--- config.mk ---
export PLATFORM = sky130hd
export DESIGN_NAME = usb_to_user_bus_bridge
export DESIGN_NICKNAME = d
export VERILOG_FILES = /design/src/usb_bridge_pkg.sv /design/src/word_fifo.sv /design/src/usb_to_user_bus_bridge.sv
export SDC_FILE = /design/constraint.sdc
export NUM_CORES = 1
export LEC_CHECK = 0
export ABC_AREA = 1
export BUFFER_PORTS_ARGS = -buffer_cell sky130_fd_sc_hd__buf_2
export CORE_AREA = 2 2 190 332
export CTS_CLUSTER_SIZE = 10
export DETAILED_ROUTE_END_ITERATION = 10
export DIE_AREA = 0 0 192 334
export PLACE_DENSITY_LB_ADDON = 0.08
export SLEW_MARGIN = 20
export SYNTH_ARGS = -nofsm -noshare
export SYNTH_HDL_FRONTEND = slang
export SYNTH_SLANG_ARGS = --single-unit
--- constraint.sdc ---
create_clock -name clk -period 3.4 [get_ports clk]
set_clock_uncertainty 0.2 [all_clocks]
set_input_delay 0.68 -clock clk [delete_from_list [all_inputs] [get_ports clk]]
set_output_delay 0.68 -clock clk [all_outputs]
set_load 0.03 [all_outputs]
--- src/usb_bridge_pkg.sv ---
/*
  constants shared by the usb-to-user-bus bridge: request codes, record
  codes, register offsets, reset values and fixed byte sizes.
  assumes nothing of its surroundings.
*/
package usb_bridge_pkg;
  // control request identifiers carried in the request field
  localparam logic [7:0] REQ_FW_REVISION  = 8'ha6;
  localparam logic [7:0] REQ_MEDIA_LOAD   = 8'haf;
  localparam logic [7:0] REQ_CONFIG_CHECK = 8'hb5;
  localparam logic [7:0] REQ_SELECT       = 8'hb7;
  localparam logic [7:0] REQ_BOARD_TYPE   = 8'hb9;
  localparam logic [7:0] REQ_READ_LENGTH  = 8'hbb;
  localparam logic [7:0] REQ_DESELECT     = 8'hbd;
  localparam logic [7:0] REQ_REG_ACCESS   = 8'hbe;
  localparam logic [7:0] REQ_CLEAR        = 8'h90;

  // request-type field: bits 6:5 hold the type, bit 7 the direction
  localparam logic [1:0] TYPE_VENDOR   = 2'h2;
  localparam int         TYPE_LSB      = 5;
  localparam int         DIR_BIT       = 7;

  // bulk record layout
  localparam logic [7:0] REC_ADDRESS   = 8'h00;
  localparam logic [7:0] REC_DATA      = 8'h01;
  localparam logic [2:0] REC_PAYLOAD   = 3'h4;
  localparam int         WORD_BYTES_LOG2 = 2;
  localparam logic [1:0] LAST_BYTE_IDX = 2'h3;

  // configuration register offsets and reset values
  localparam logic [15:0] REG_USER_BUS_DISABLE = 16'hdf39;
  localparam logic [7:0]  RST_USER_BUS_DISABLE = 8'h00;
  localparam logic [31:0] RST_ADDRESS          = 32'h0000_0000;

  // one-character answer of the configuration check
  localparam logic [7:0] CHAR_CONFIGURED   = 8'h31;
  localparam logic [7:0] CHAR_UNCONFIGURED = 8'h30;

  // fifo in the read path
  localparam int FIFO_DEPTH = 16;
  localparam int WORD_W     = 32;
endpackage : usb_bridge_pkg

--- src/word_fifo.sv ---
/*
  word fifo with valid/ready on both sides, storage in flip-flops.
  assumes a single clock and that the pusher honours in_ready.
*/
`timescale 1ns/1ns
module word_fifo #(
  parameter int WIDTH = 32,
  parameter int DEPTH = 16
) (
  input  wire logic             clk,
  input  wire logic             nrst,
  input  wire logic             in_valid,
  output logic                  in_ready,
  input  wire logic [WIDTH-1:0] in_data,
  output logic                  out_valid,
  input  wire logic             out_ready,
  output logic      [WIDTH-1:0] out_data
);
  localparam int AW = $clog2(DEPTH);

  typedef struct packed {
    logic [DEPTH-1:0][WIDTH-1:0] mem;
    logic [AW:0]                 wptr;
    logic [AW:0]                 rptr;
  } fifo_s;

  fifo_s st_reg;
  fifo_s st_next;
  logic  full;
  logic  empty;

  // extra pointer bit tells full from empty without a counter
  assign empty     = st_reg.wptr == st_reg.rptr;
  assign full      = (st_reg.wptr[AW] != st_reg.rptr[AW]) &&
                     (st_reg.wptr[AW-1:0] == st_reg.rptr[AW-1:0]);
  assign in_ready  = !full;
  assign out_valid = !empty;
  assign out_data  = st_reg.mem[st_reg.rptr[AW-1:0]];

  // push and pop may share a cycle
  always_comb begin
    st_next = st_reg;
    if (in_valid && !full) begin
      st_next.mem[st_reg.wptr[AW-1:0]] = in_data;
      st_next.wptr = st_reg.wptr + 1'b1;
    end
    if (out_ready && !empty) begin
      st_next.rptr = st_reg.rptr + 1'b1;
    end
  end

  always_ff @(posedge clk or negedge nrst) begin
    if (!nrst) begin
      st_reg <= '0;
    end else begin
      st_reg <= st_next;
    end
  end
endmodule : word_fifo

--- src/usb_to_user_bus_bridge.sv ---
/*
  bridge from a usb front end (setup fields, ep0 byte streams, bulk byte
  streams) to the user-logic bus and to target configuration ports.
  assumes the usb core delivers decoded setup packets and bulk bytes on
  this clock; done inputs come from pins and are synchronised here.
*/
`timescale 1ns/1ns
// Contract
// - bulk out bytes form five-byte records: code 0x00 address, 0x01 data
// - an address record loads its four bytes into the address register
// - words travel least significant byte first in both directions
// - a data record writes its word at the address, then address plus one
// - a bulk read advances the address by one per word returned
// - user-bus accesses start only because of host requests
// - only vendor-type control requests are taken; request field selects
// - clear request erases the target numbered by the value field
// - select request picks the target from its data byte and clears it
// - deselect request drops every target and returns its done status
// - register access writes its data byte to the addressed register
// - anything besides vendor requests and bulk streams is ignored
// - config check returns a character telling if the target is configured
// - board type request returns one identifying byte
// - media load request starts the media configuration sequence
// - firmware revision request returns a revision code
// - while a target is selected each bulk byte gets one strobe
module usb_to_user_bus_bridge #(
  parameter int         N_TARGETS  = 3,
  parameter logic [7:0] BOARD_TYPE = 8'h5a, // arbitrary value
  parameter logic [7:0] FW_REV     = 8'h01  // arbitrary value
) (
  input  wire logic                   clk,
  input  wire logic                   nrst,
  // decoded setup packet
  input  wire logic                   setup_valid,
  input  wire logic [7:0]             setup_type,
  input  wire logic [7:0]             setup_request,
  input  wire logic [15:0]            setup_value,
  // ep0 data stages
  input  wire logic                   ep0_out_valid,
  input  wire logic [7:0]             ep0_out_data,
  output logic                        ep0_in_valid,
  input  wire logic                   ep0_in_ready,
  output logic [7:0]                  ep0_in_data,
  // command_out_endpoint byte stream
  input  wire logic                   out_valid,
  output logic                        out_ready,
  input  wire logic [7:0]             out_data,
  // read_in_endpoint byte stream
  output logic                        in_valid,
  input  wire logic                   in_ready,
  output logic [7:0]                  in_data,
  // user bus
  output logic                        bus_req,
  output logic                        bus_write,
  output logic [31:0]                 bus_addr,
  output logic [31:0]                 bus_wdata,
  input  wire logic                   bus_ack,
  input  wire logic [31:0]            bus_rdata,
  // target configuration
  output logic [N_TARGETS-1:0]        target_clear,
  output logic [N_TARGETS-1:0]        target_select,
  output logic [7:0]                  cfg_data,
  output logic                        config_byte_strobe,
  input  wire logic [N_TARGETS-1:0]   target_done,
  output logic                        media_load_start,
  // configuration register write port
  output logic                        cfg_reg_wr,
  output logic [15:0]                 cfg_reg_addr,
  output logic [7:0]                  cfg_reg_data
);
  import usb_bridge_pkg::*;

  typedef struct packed {
    logic [2:0]           rec_cnt;
    logic                 rec_is_addr;
    logic                 rec_is_data;
    logic [31:0]          rec_word;
    logic [31:0]          addr;
    logic                 bus_req;
    logic                 bus_write;
    logic [31:0]          bus_addr;
    logic [31:0]          bus_wdata;
    logic [13:0]          rd_left;
    logic [1:0]           byte_idx;
    logic [N_TARGETS-1:0] sel_vec;
    logic [N_TARGETS-1:0] tclear;
    logic [7:0]           cfg_data;
    logic                 cfg_strobe;
    logic                 wait_data;
    logic [7:0]           pend_req;
    logic [15:0]          pend_value;
    logic                 resp_valid;
    logic [7:0]           resp_data;
    logic [7:0]           bus_disable;
    logic                 media_load;
    logic                 reg_wr;
    logic [15:0]          reg_addr;
    logic [7:0]           reg_data;
    logic [N_TARGETS-1:0] done_s1;
    logic [N_TARGETS-1:0] done_s2;
  } state_s;

  state_s      st_reg;
  state_s      st_next;
  logic        out_fire;
  logic        vendor;
  logic        fifo_in_ready;
  logic        fifo_out_valid;
  logic        fifo_pop;
  logic [31:0] fifo_out_data;
  logic        rd_push;
  logic        bus_idle;
  logic [31:0] asm_word;

  // index to one-hot, empty for an out-of-range target
  function automatic logic [N_TARGETS-1:0] onehot(input logic [15:0] idx);
    logic [N_TARGETS-1:0] v;
    v = '0;
    for (int i = 0; i < N_TARGETS; i++) begin
      if (idx == 16'(i)) begin
        v[i] = 1'b1;
      end
    end
    return v;
  endfunction : onehot

  // set-aside: reads stall the record parser so records keep their order
  assign bus_idle  = !st_reg.bus_req && st_reg.rd_left == '0;
  assign out_ready = (|st_reg.sel_vec) ? !st_reg.cfg_strobe :
                     (bus_idle && st_reg.bus_disable == '0);
  assign out_fire  = out_valid && out_ready;
  assign vendor    = setup_type[TYPE_LSB +: 2] == TYPE_VENDOR;
  assign asm_word  = {out_data, st_reg.rec_word[31:8]};
  assign rd_push   = st_reg.bus_req && bus_ack && !st_reg.bus_write;

  // read words go out one byte at a time, low byte first
  assign in_valid  = fifo_out_valid;
  assign in_data   = fifo_out_data[8*st_reg.byte_idx +: 8];
  assign fifo_pop  = in_valid && in_ready && st_reg.byte_idx == LAST_BYTE_IDX;

  word_fifo #(
    .WIDTH (WORD_W),
    .DEPTH (FIFO_DEPTH)
  ) u_read_fifo (
    .clk       (clk),
    .nrst      (nrst),
    .in_valid  (rd_push),
    .in_ready  (fifo_in_ready),
    .in_data   (bus_rdata),
    .out_valid (fifo_out_valid),
    .out_ready (fifo_pop),
    .out_data  (fifo_out_data)
  );

  // all next-state logic; later assignments take priority
  always_comb begin
    st_next            = st_reg;
    st_next.tclear     = '0;
    st_next.cfg_strobe = 1'b0;
    st_next.media_load = 1'b0;
    st_next.reg_wr     = 1'b0;
    st_next.done_s1    = target_done;
    st_next.done_s2    = st_reg.done_s1;

    if (in_valid && in_ready) begin
      st_next.byte_idx = st_reg.byte_idx + 2'h1;
    end

    // bus completion
    if (st_reg.bus_req && bus_ack) begin
      st_next.bus_req = 1'b0;
    end

    // bulk out: configuration bytes or records
    if (out_fire && (|st_reg.sel_vec)) begin
      st_next.cfg_data   = out_data;
      st_next.cfg_strobe = 1'b1;
    end else if (out_fire && st_reg.rec_cnt == '0) begin
      st_next.rec_is_addr = out_data == REC_ADDRESS;
      st_next.rec_is_data = out_data == REC_DATA;
      st_next.rec_cnt     = 3'h1;
    end else if (out_fire && st_reg.rec_cnt != REC_PAYLOAD) begin
      st_next.rec_word = asm_word;
      st_next.rec_cnt  = st_reg.rec_cnt + 3'h1;
    end else if (out_fire) begin
      st_next.rec_cnt = '0;
      if (st_reg.rec_is_addr) begin
        st_next.addr = asm_word;
      end
      if (st_reg.rec_is_data) begin
        st_next.bus_req   = 1'b1;
        st_next.bus_write = 1'b1;
        st_next.bus_addr  = st_reg.addr;
        st_next.bus_wdata = asm_word;
        st_next.addr      = st_reg.addr + 32'h1;
      end
    end

    // read fetch, only while a host read length is pending
    if (st_reg.rd_left != '0 && !st_reg.bus_req && fifo_in_ready &&
        st_reg.bus_disable == '0) begin
      st_next.bus_req   = 1'b1;
      st_next.bus_write = 1'b0;
      st_next.bus_addr  = st_reg.addr;
      st_next.addr      = st_reg.addr + 32'h1;
      st_next.rd_left   = st_reg.rd_left - 14'h1;
    end

    // ep0 answer leaves once taken; a new answer wins over the clear
    if (ep0_in_ready) begin
      st_next.resp_valid = 1'b0;
    end

    // ep0 data stage of select and register access
    if (st_reg.wait_data && ep0_out_valid) begin
      st_next.wait_data = 1'b0;
      if (st_reg.pend_req == REQ_SELECT) begin
        st_next.sel_vec = onehot({8'h00, ep0_out_data});
        st_next.tclear  = onehot({8'h00, ep0_out_data});
      end else begin
        st_next.reg_wr   = 1'b1;
        st_next.reg_addr = st_reg.pend_value;
        st_next.reg_data = ep0_out_data;
        if (st_reg.pend_value == REG_USER_BUS_DISABLE) begin
          st_next.bus_disable = ep0_out_data;
        end
      end
    end

    // setup decode: non-vendor requests fall through untouched
    if (setup_valid && vendor) begin
      unique case (setup_request)
        REQ_CLEAR: begin
          st_next.tclear = onehot(setup_value);
        end
        REQ_SELECT: begin
          st_next.wait_data = 1'b1;
          st_next.pend_req  = setup_request;
        end
        REQ_DESELECT: begin
          st_next.sel_vec    = '0;
          st_next.resp_valid = 1'b1;
          st_next.resp_data  = {7'h00, |(st_reg.done_s2 & st_reg.sel_vec)};
        end
        REQ_REG_ACCESS: begin
          if (setup_type[DIR_BIT]) begin
            st_next.resp_valid = 1'b1;
            st_next.resp_data  = (setup_value == REG_USER_BUS_DISABLE) ?
                                 st_reg.bus_disable : 8'h00;
          end else begin
            st_next.wait_data  = 1'b1;
            st_next.pend_req   = setup_request;
            st_next.pend_value = setup_value;
          end
        end
        REQ_READ_LENGTH: begin
          // byte count to words; a trailing partial word is dropped
          st_next.rd_left = setup_value[15:WORD_BYTES_LOG2];
          st_next.byte_idx = '0;
        end
        REQ_CONFIG_CHECK: begin
          st_next.resp_valid = 1'b1;
          st_next.resp_data  = (|(st_reg.done_s2 & st_reg.sel_vec)) ?
                               CHAR_CONFIGURED : CHAR_UNCONFIGURED;
        end
        REQ_BOARD_TYPE: begin
          st_next.resp_valid = 1'b1;
          st_next.resp_data  = BOARD_TYPE;
        end
        REQ_MEDIA_LOAD: begin
          st_next.media_load = 1'b1;
        end
        REQ_FW_REVISION: begin
          st_next.resp_valid = 1'b1;
          st_next.resp_data  = FW_REV;
        end
        default: begin
          // undocumented requests are ignored
        end
      endcase
    end
  end

  always_ff @(posedge clk or negedge nrst) begin
    if (!nrst) begin
      st_reg             <= '0;
      st_reg.addr        <= RST_ADDRESS;
      st_reg.bus_disable <= RST_USER_BUS_DISABLE;
    end else begin
      st_reg <= st_next;
    end
  end

  // outputs straight from state flops
  assign ep0_in_valid       = st_reg.resp_valid;
  assign ep0_in_data        = st_reg.resp_data;
  assign bus_req            = st_reg.bus_req;
  assign bus_write          = st_reg.bus_write;
  assign bus_addr           = st_reg.bus_addr;
  assign bus_wdata          = st_reg.bus_wdata;
  assign target_clear       = st_reg.tclear;
  assign target_select      = st_reg.sel_vec;
  assign cfg_data           = st_reg.cfg_data;
  assign config_byte_strobe = st_reg.cfg_strobe;
  assign media_load_start   = st_reg.media_load;
  assign cfg_reg_wr         = st_reg.reg_wr;
  assign cfg_reg_addr       = st_reg.reg_addr;
  assign cfg_reg_data       = st_reg.reg_data;

  logic rec_last;
  assign rec_last = out_fire && !(|st_reg.sel_vec) && st_reg.rec_cnt == REC_PAYLOAD;
endmodule : usb_to_user_bus_bridge

==> qor.yml, run 1 <==
layout:
  seqCellArea_mm2: 0.01888
  largest_register_ffs: 522
  finalNetCount: 4618
  n_fill_cell: 5311
  multi_input_area_mm2: 0.01454
  fin_util_pct: 66.26
  instances_no_fill: 5325
  layout-drive-gt1-share_pct: 13.04
  syn2layout_area_growth_pct: 12.01
  design_area_mm2: 0.04093
critical_path:
  end_kind: "output pin"
  start_kind: "flop"
  cp.arrival_ns: 2.74
  path_max_fanout: 12
  crit_type: "reg2out"
  cp.required_ns: 2.52
clock_network:
  clock_latency_ns: 0.65
  htreeDepth: 3
  cts_tree: "yes"
  clk_pin_slew_ns: 0.06
  cts_buffers: 85
  clock_sinks: 754
  root_buffer: "clkbuf_16"
  cts_buffer_depth: 3
logic_synthesis:
  ys.flop_type: "dfrtp_1"
  yosysWarnings: 0
  synth-edff-count: 0
  ys_types: 47
  synth_largest_area_cell: "dfrtp_1"
  synth_top_family_by_area: "simple AND/OR/NAND/NOR gates"
  syn_nets: 4587
  async_reset_ff_share_pct: 100.0
  ys_seq_area_share_pct: 51.63
  synth-adder-area-share_pct: 0.3766
  synth_cells: 4485
  synth_top_area_share_pct: 51.63
  synth-compound-area-share_pct: 16.96
  netlist_area_mm2: 0.03654
  synth_mux_area_share_pct: 0.02739
  synth_xor_area_share_pct: 0.6232
  ys_ff_latch: 754
  netlist_top_cells_area: "dfrtp_1 52%, nand2_1 11%, o21ai_0 10%, nor2_1 4.6%, nand3_1 3.1%"
  syn_avg_cell_area_um2: 8.147
  synth-simple-area-share_pct: 20.92
floorplanning:
  ios: 217
  num_rows: 121
  core_mm2: 0.06177
  die_h_um: 334
  dieWidth_um: 192
  die-area_mm2: 0.06413
  initial_utilization_pct: 59.16
placed_design:
  place.gp.congestion: 0.9677
  port-buffer-count: 211
  dpl_cell_area_mm2: 0.03757
  dp_cells: 5187
  dp_hpwl_mm: 67.45
detailed_routing:
  vias_per_cell: 5.952
  drt_first_pass_iters: 6
  num_vias: 31700
  drt-initial-drc-count: 2800
  wl_per_cell_um: 21.28
  final_antenna_net_count: 0
  drc: 0
  drt_wl_total_mm: 113.3
run_status:
  violations: "setup timing"
  status: "complete, but fails checks"
sta:
  worst_slew_margin_rel_pct: 41.21
  fin_crit_sh_pct: 106.4
  fin_hold_ws_ns: 0.04877
  tightest_slew_ns: 0.8818
  slew_violations: 0
  rsz0062_at_grt: "yes"
  period_needed_ns: 3.617
  timing.final.ws_setup_ns: -0.2165
  finalSetupViolations: 8
  finalHoldViolCount: 0
  max_freq_mhz: 276.5
global_route:
  gr-total-overflow: 0
  grt_pass1_vias: 30280
  antenna_found_initial: 3
  grt_max_degree: 92
  grt_usage_pct: 35.58
  grt_pass1_wl_mm: 173.7
power_and_ir_drop:
  finalPower_w: 0.03754
  power_density_mw_per_mm2: 917.2
  irDropWorstVdd_uv: 887.5
  leakage_nw: 19.62
flow_run:
  cap_viol_max_count: 0
min_path:
  min_path_type: "in2reg"
final timing paths:
check | start | end | slack [ns] | cells after the start
min reg2reg | st_next[2] | st_reg[2] | 0.15 | 0
max | u_read_fifo.st_reg[0] | in_data[3] | -0.22 | 10
min in group asynchronous | nrst | cfg_reg_addr[1] | 0.42 | 2
min | ep0_in_ready | ep0_in_valid | 0.05 | 2
max in group asynchronous | nrst | u_read_fifo.st_reg[47] | 1.63 | 3
max reg2reg | u_read_fifo.st_reg[0] | u_read_fifo.st_reg[274] | 0.32 | 10
cell usage in the layout, fill, tap and decap left out, types with 4 or more instances in the layout:
cell	count
nand2_1	1050
dfrtp_1	750
o21ai_0	720
nor2_1	442
inv_1	287
buf_2	201
nand3_1	198
o21ai_1	166
clkbuf_16	91
buf_4	73
o211ai_1	51
nand4_1	47
a21oi_1	43
o21ai_2	43
o22ai_1	42
buf_12	33
a22oi_1	27
nand3_2	26
xor2_1	23
o221ai_1	21
nor3_1	14
buf_16	13
nand2_2	12
nor2_2	12
buf_6	12
or2_2	11
ha_1	11
a31oi_1	10
nand4_4	9
nand3_4	7
inv_2	7
a22oi_2	6
nor4_1	6
inv_6	5
clkinv_1	5
bufbuf_16	5
nor2_4	4
clkbuf_1	4
dlygate4sd3_1	4
metrics by stage:
| stage | setup TNS [ns] | setup slack [ns] |
|---|---|---|
| after CTS | -1.197 | -0.1635 |
| after floorplan | 0 | 0.7702 |
| after detailed placement | -0.0002993 | -0.0002993 |
| after global routing | -1.669 | -0.2309 |
| final | -1.287 | -0.2165 |
| after global placement | -0.01652 | -0.01652 |
power breakdown:
| group | total [W] | leakage, nW | switching (W) | internal (W) |
|---|---|---|---|---|
| clock network | 0.00799 | 1.10 | 0.00350 | 0.00449 |
| registers | 0.0142 | 9.59 | 0.00197 | 0.0122 |
| logic | 0.0154 | 8.94 | 0.00969 | 0.00568 |
routing by layer:
| metal | share of wire (%) | global-route usage (%) |
|---|---|---|
| met5 | 0.019 | 0.3140 |
| met4 | 6.6 | 22.90 |
| met3 | 6.6 | 5.247 |
| met2 | 49 | 60.09 |
| met1 | 38 | 42.16 |
final cells by class:
| cell class | count | area share (%) |
|---|---|---|
| diodes | 1 | 0.006114 |
| multi-input cells | 3020 | 35.51 |
| well taps | 799 | 2.443 |
| clock inverters | 5 | 0.1528 |
| inverters | 303 | 2.843 |
| repair buffers | 349 | 7.526 |
| repair inverters | 3 | 0.06420 |
| flip-flops and latches | 754 | 46.12 |
| clock buffers | 91 | 5.328 |
critical path: stages, from the launching register on:
cell and delay, ns:
dfrtp_4 0.45, buf_12 0.20, buf_12 0.13, bufbuf_16 0.28, o21ai_0 0.10, o22ai_1 0.28
nand2_1 0.14, nand3_4 0.14, nand3_2 0.08, nand2_2 0.12, buf_6 0.14
cell families after synthesis:
| kind of cell | Yosys count |
|---|---|
| mux | 1 |
| fa+ha+maj | 11 |
| flops | 754 |
| simple gates | 1846 |
| xor+xnor | 26 |
| compound gates | 1135 |
| buf+inv | 712 |
what timing repair did:
| item | CTS | global route |
|---|---|---|
| gates resized for setup | 94 | 30 |
| endpoints found under the setup margin | 8 | 9 |
| gates cloned | 15 | 5 |
| endpoints found under the hold margin | 35 | 0 |
| setup buffers | 13 | 4 |
| pin swaps | 37 | 37 |
| hold buffers | 4 | 0 |
cells in the mapped netlist, types with 7 or more instances:
cell and count:
o211ai_1 51, o22ai_1 42, a22oi_1 33, inv_2 7, a31oi_1 10, a21oi_1 44
o221ai_1 21, o21ai_2 40, nor2_1 450, buf_2 52, xor2_1 23, nand3_1 223
nand2_1 1060, buf_6 26, clkbuf_2 8, nor3_1 14, buf_1 11, o21ai_0 741
dfrtp_1 754, inv_1 289, clkbuf_1 180, ha_1 11, nand4_1 47, buf_4 131
o21ai_1 148, or2_2 11
Note: power is estimated with default switching activity, not from simulation.
==> run 2: changes to the inputs <==
--- a/config.mk
+++ b/config.mk
@@ -7,10 +7,11 @@
 export LEC_CHECK = 0
 export ABC_AREA = 1
 export BUFFER_PORTS_ARGS = -buffer_cell sky130_fd_sc_hd__buf_2
-export CORE_AREA = 2 2 190 332
+export CORE_AREA = 2 2 198 346
 export CTS_CLUSTER_SIZE = 10
 export DETAILED_ROUTE_END_ITERATION = 10
-export DIE_AREA = 0 0 192 334
+export DIE_AREA = 0 0 200 348
+export HOLD_SLACK_MARGIN = 0.12
 export PLACE_DENSITY_LB_ADDON = 0.08
 export SLEW_MARGIN = 20
 export SYNTH_ARGS = -nofsm -noshare
==> constraint.sdc (replaced) <==
create_clock -name clk -period 2.9 [get_ports clk]
set_clock_uncertainty 0.2 [all_clocks]
set_input_delay 0.58 -clock clk [delete_from_list [all_inputs] [get_ports clk]]
set_output_delay 0.58 -clock clk [all_outputs]
set_load 0.03 [all_outputs]
==> qor.yml, run 2 (synthesis gave the netlist of run 1 again) <==
sta:
  worst_slew_margin_rel_pct: 50.05
  finalSetupViolations: 9
  slew_violations: 0
  tightest_slew_ns: 0.7447
  rsz0062_at_grt: "yes"
  timing.final.ws_setup_ns: -0.5020
  finalHoldViolCount: 0
  fin_crit_sh_pct: 117.3
  period_needed_ns: 3.402
  max_freq_mhz: 293.9
clock_network:
  clock_latency_ns: 0.67
  htreeDepth: 3
  clock_sinks: 754
  cts_buffers: 85
  cts_buffer_depth: 3
  cts_tree: "yes"
  root_buffer: "clkbuf_16"
  clk_pin_slew_ns: 0.06
critical_path:
  end_kind: "output pin"
  r2r_slack_ns: 0.13
  endpoint: "in_data[6]"
  cp.arrival_ns: 2.62
  crit_buf_inv: 4
  crit_path_max_incr_delay_ns: 0.50
  path_cells: "buf_12 -> buf_8 -> buf_12 -> o21ai_1 -> o22ai_1 -> o211ai_1 -> nand3_2 -> nand3_2 -> nand2_4 -> buf_6"
  crit_type: "reg2out"
  path_max_fanout: 11
  crit_cells: 10
  worst_r2r_path_depth: 12
  rr_startpoint: "u_read_fifo.st_reg[1]"
  start_kind: "flop"
  r2r_end: "u_read_fifo.st_reg[422]"
  worst_path_max_delay_cell: "dfrtp_4"
  critPathTopFamily: "buffers and inverters"
  crit_start: "u_read_fifo.st_reg[0]"
  cp.required_ns: 2.12
global_route:
  grt_max_degree: 80
  grt_usage_pct: 33.13
  antenna_found_initial: 1
  grt_pass1_wl_mm: 175.3
  gr-total-overflow: 0
  grt_pass1_vias: 30340
detailed_routing:
  vias_per_cell: 5.708
  drt_first_pass_iters: 6
  drc: 0
  drt-initial-drc-count: 2630
  wl_per_cell_um: 20.77
  num_vias: 31510
  final_antenna_net_count: 0
  drt_wl_total_mm: 114.7
layout:
  layout_common_cells: "1050 x nand2_1, 749 x dfrtp_1, 706 x o21ai_0"
  syn2layout_area_growth_pct: 15.50
  design_area_mm2: 0.04221
  final_common_cell: "nand2_1"
  largest_register_ffs: 522
  finalNetCount: 4713
  instances_no_fill: 5521
  fin_util_pct: 62.99
  layout-drive-gt1-share_pct: 14.32
placed_design:
  port-buffer-count: 211
  place_ws_ns: -0.03233
  dpl_cell_area_mm2: 0.03859
  place.gp.congestion: 0.9568
  dp_cells: 5355
  dp_hpwl_mm: 73.30
run_status:
  violations: "setup timing"
  status: "complete, but fails checks"
floorplanning:
  initial_utilization_pct: 54.54
  core_mm2: 0.06700
  dieWidth_um: 200
  ios: 217
  die_h_um: 348
  num_rows: 126
  die-area_mm2: 0.06960
min_path:
  min_path_type: "reg2reg"
flow_run:
  cap_viol_max_count: 0
power_and_ir_drop:
  irDropWorstVdd_uv: 1097
  finalPower_w: 0.04431
  power_density_mw_per_mm2: 1050
  leakage_nw: 20.17
-- run 2: cell types whose count changed in the layout (fill, tap and decap cells not counted), sizes merged --
| cell | before | now |
|---|---|---|
| nor2 | 458 | 457 |
| inv | 302 | 301 |
| bufbuf | 5 | 1 |
| clkinv | 9 | 10 |
| dlygate4sd3 | 4 | 44 |
| buf | 335 | 399 |
-- run 2: worst min path at each step --
stage          slack, ns  depth (start not counted)             start             end
2_1_floorplan       0.08                          0              nrst     asm_word[0]
3_3_place_gp        0.13                          0        st_next[0]       st_reg[0]
3_5_place_dp        0.14                          0        st_next[2]       st_reg[2]
4_1_cts             0.15                          4  setup_request[3]  ep0_in_data[5]
5_1_grt             0.16                          0        st_next[1]       st_reg[1]
6_report            0.15                          0        st_next[1]       st_reg[1]
-- run 2: power by group --
group / internal [W] / leakage, nW / switching (W)
Sequential: 0.0143 / 9.58 / 0.00233
Combinational: 0.00696 / 9.48 / 0.0112
Clock: 0.00526 / 1.11 / 0.00420
Total: 0.0265 / 20.2 / 0.0178
-- run 2: area by class of cell --
| cell class | count | area (um2) |
|---|---|---|
| Antenna cell | 1 | 2.502 |
| Clock buffer | 93 | 2167 |
| Clock inverter | 7 | 102.6 |
| Fill cell | 5916 | 24800 |
| Inverter | 303 | 1176 |
| Multi-Input combinational cell | 3019 | 14580 |
| Sequential cell | 754 | 18880 |
| Tap cell | 896 | 1121 |
| Timing Repair Buffer | 447 | 4164 |
| Timing Repair inverter | 1 | 16.27 |
-- run 2: per-layer routing --
metal | part of all wire (%) | GRT usage, % | up-vias
met4 | 5.3 | 17.08 | 0
met5 | 0 | 0 | -
met3 | 5.5 | 4.445 | 314
li1 | - | - | 14840
met2 | 51 | 57.33 | 1115
met1 | 39 | 40.08 | 15240
-- run 2: through the flow --
stage / hold WS [ns] / TNS [ns]
after floorplan: 0.08441 / 0
after global placement: 0.1341 / -0.1018
after detailed placement: 0.1363 / -0.04531
after CTS: 0.1467 / -3.943
after global routing: 0.1597 / -4.637
final: 0.1480 / -4.005
-- run 2: what timing repair did --
action / in CTS / in global routing
gates resized for setup: 91 / 76
gates cloned: 8 / 4
hold buffers: 44 / 0
setup endpoints to repair: 10 / 10
pin swaps: 24 / 59
endpoints found under the hold margin: 325 / 0
buffers inserted: 8 / 2
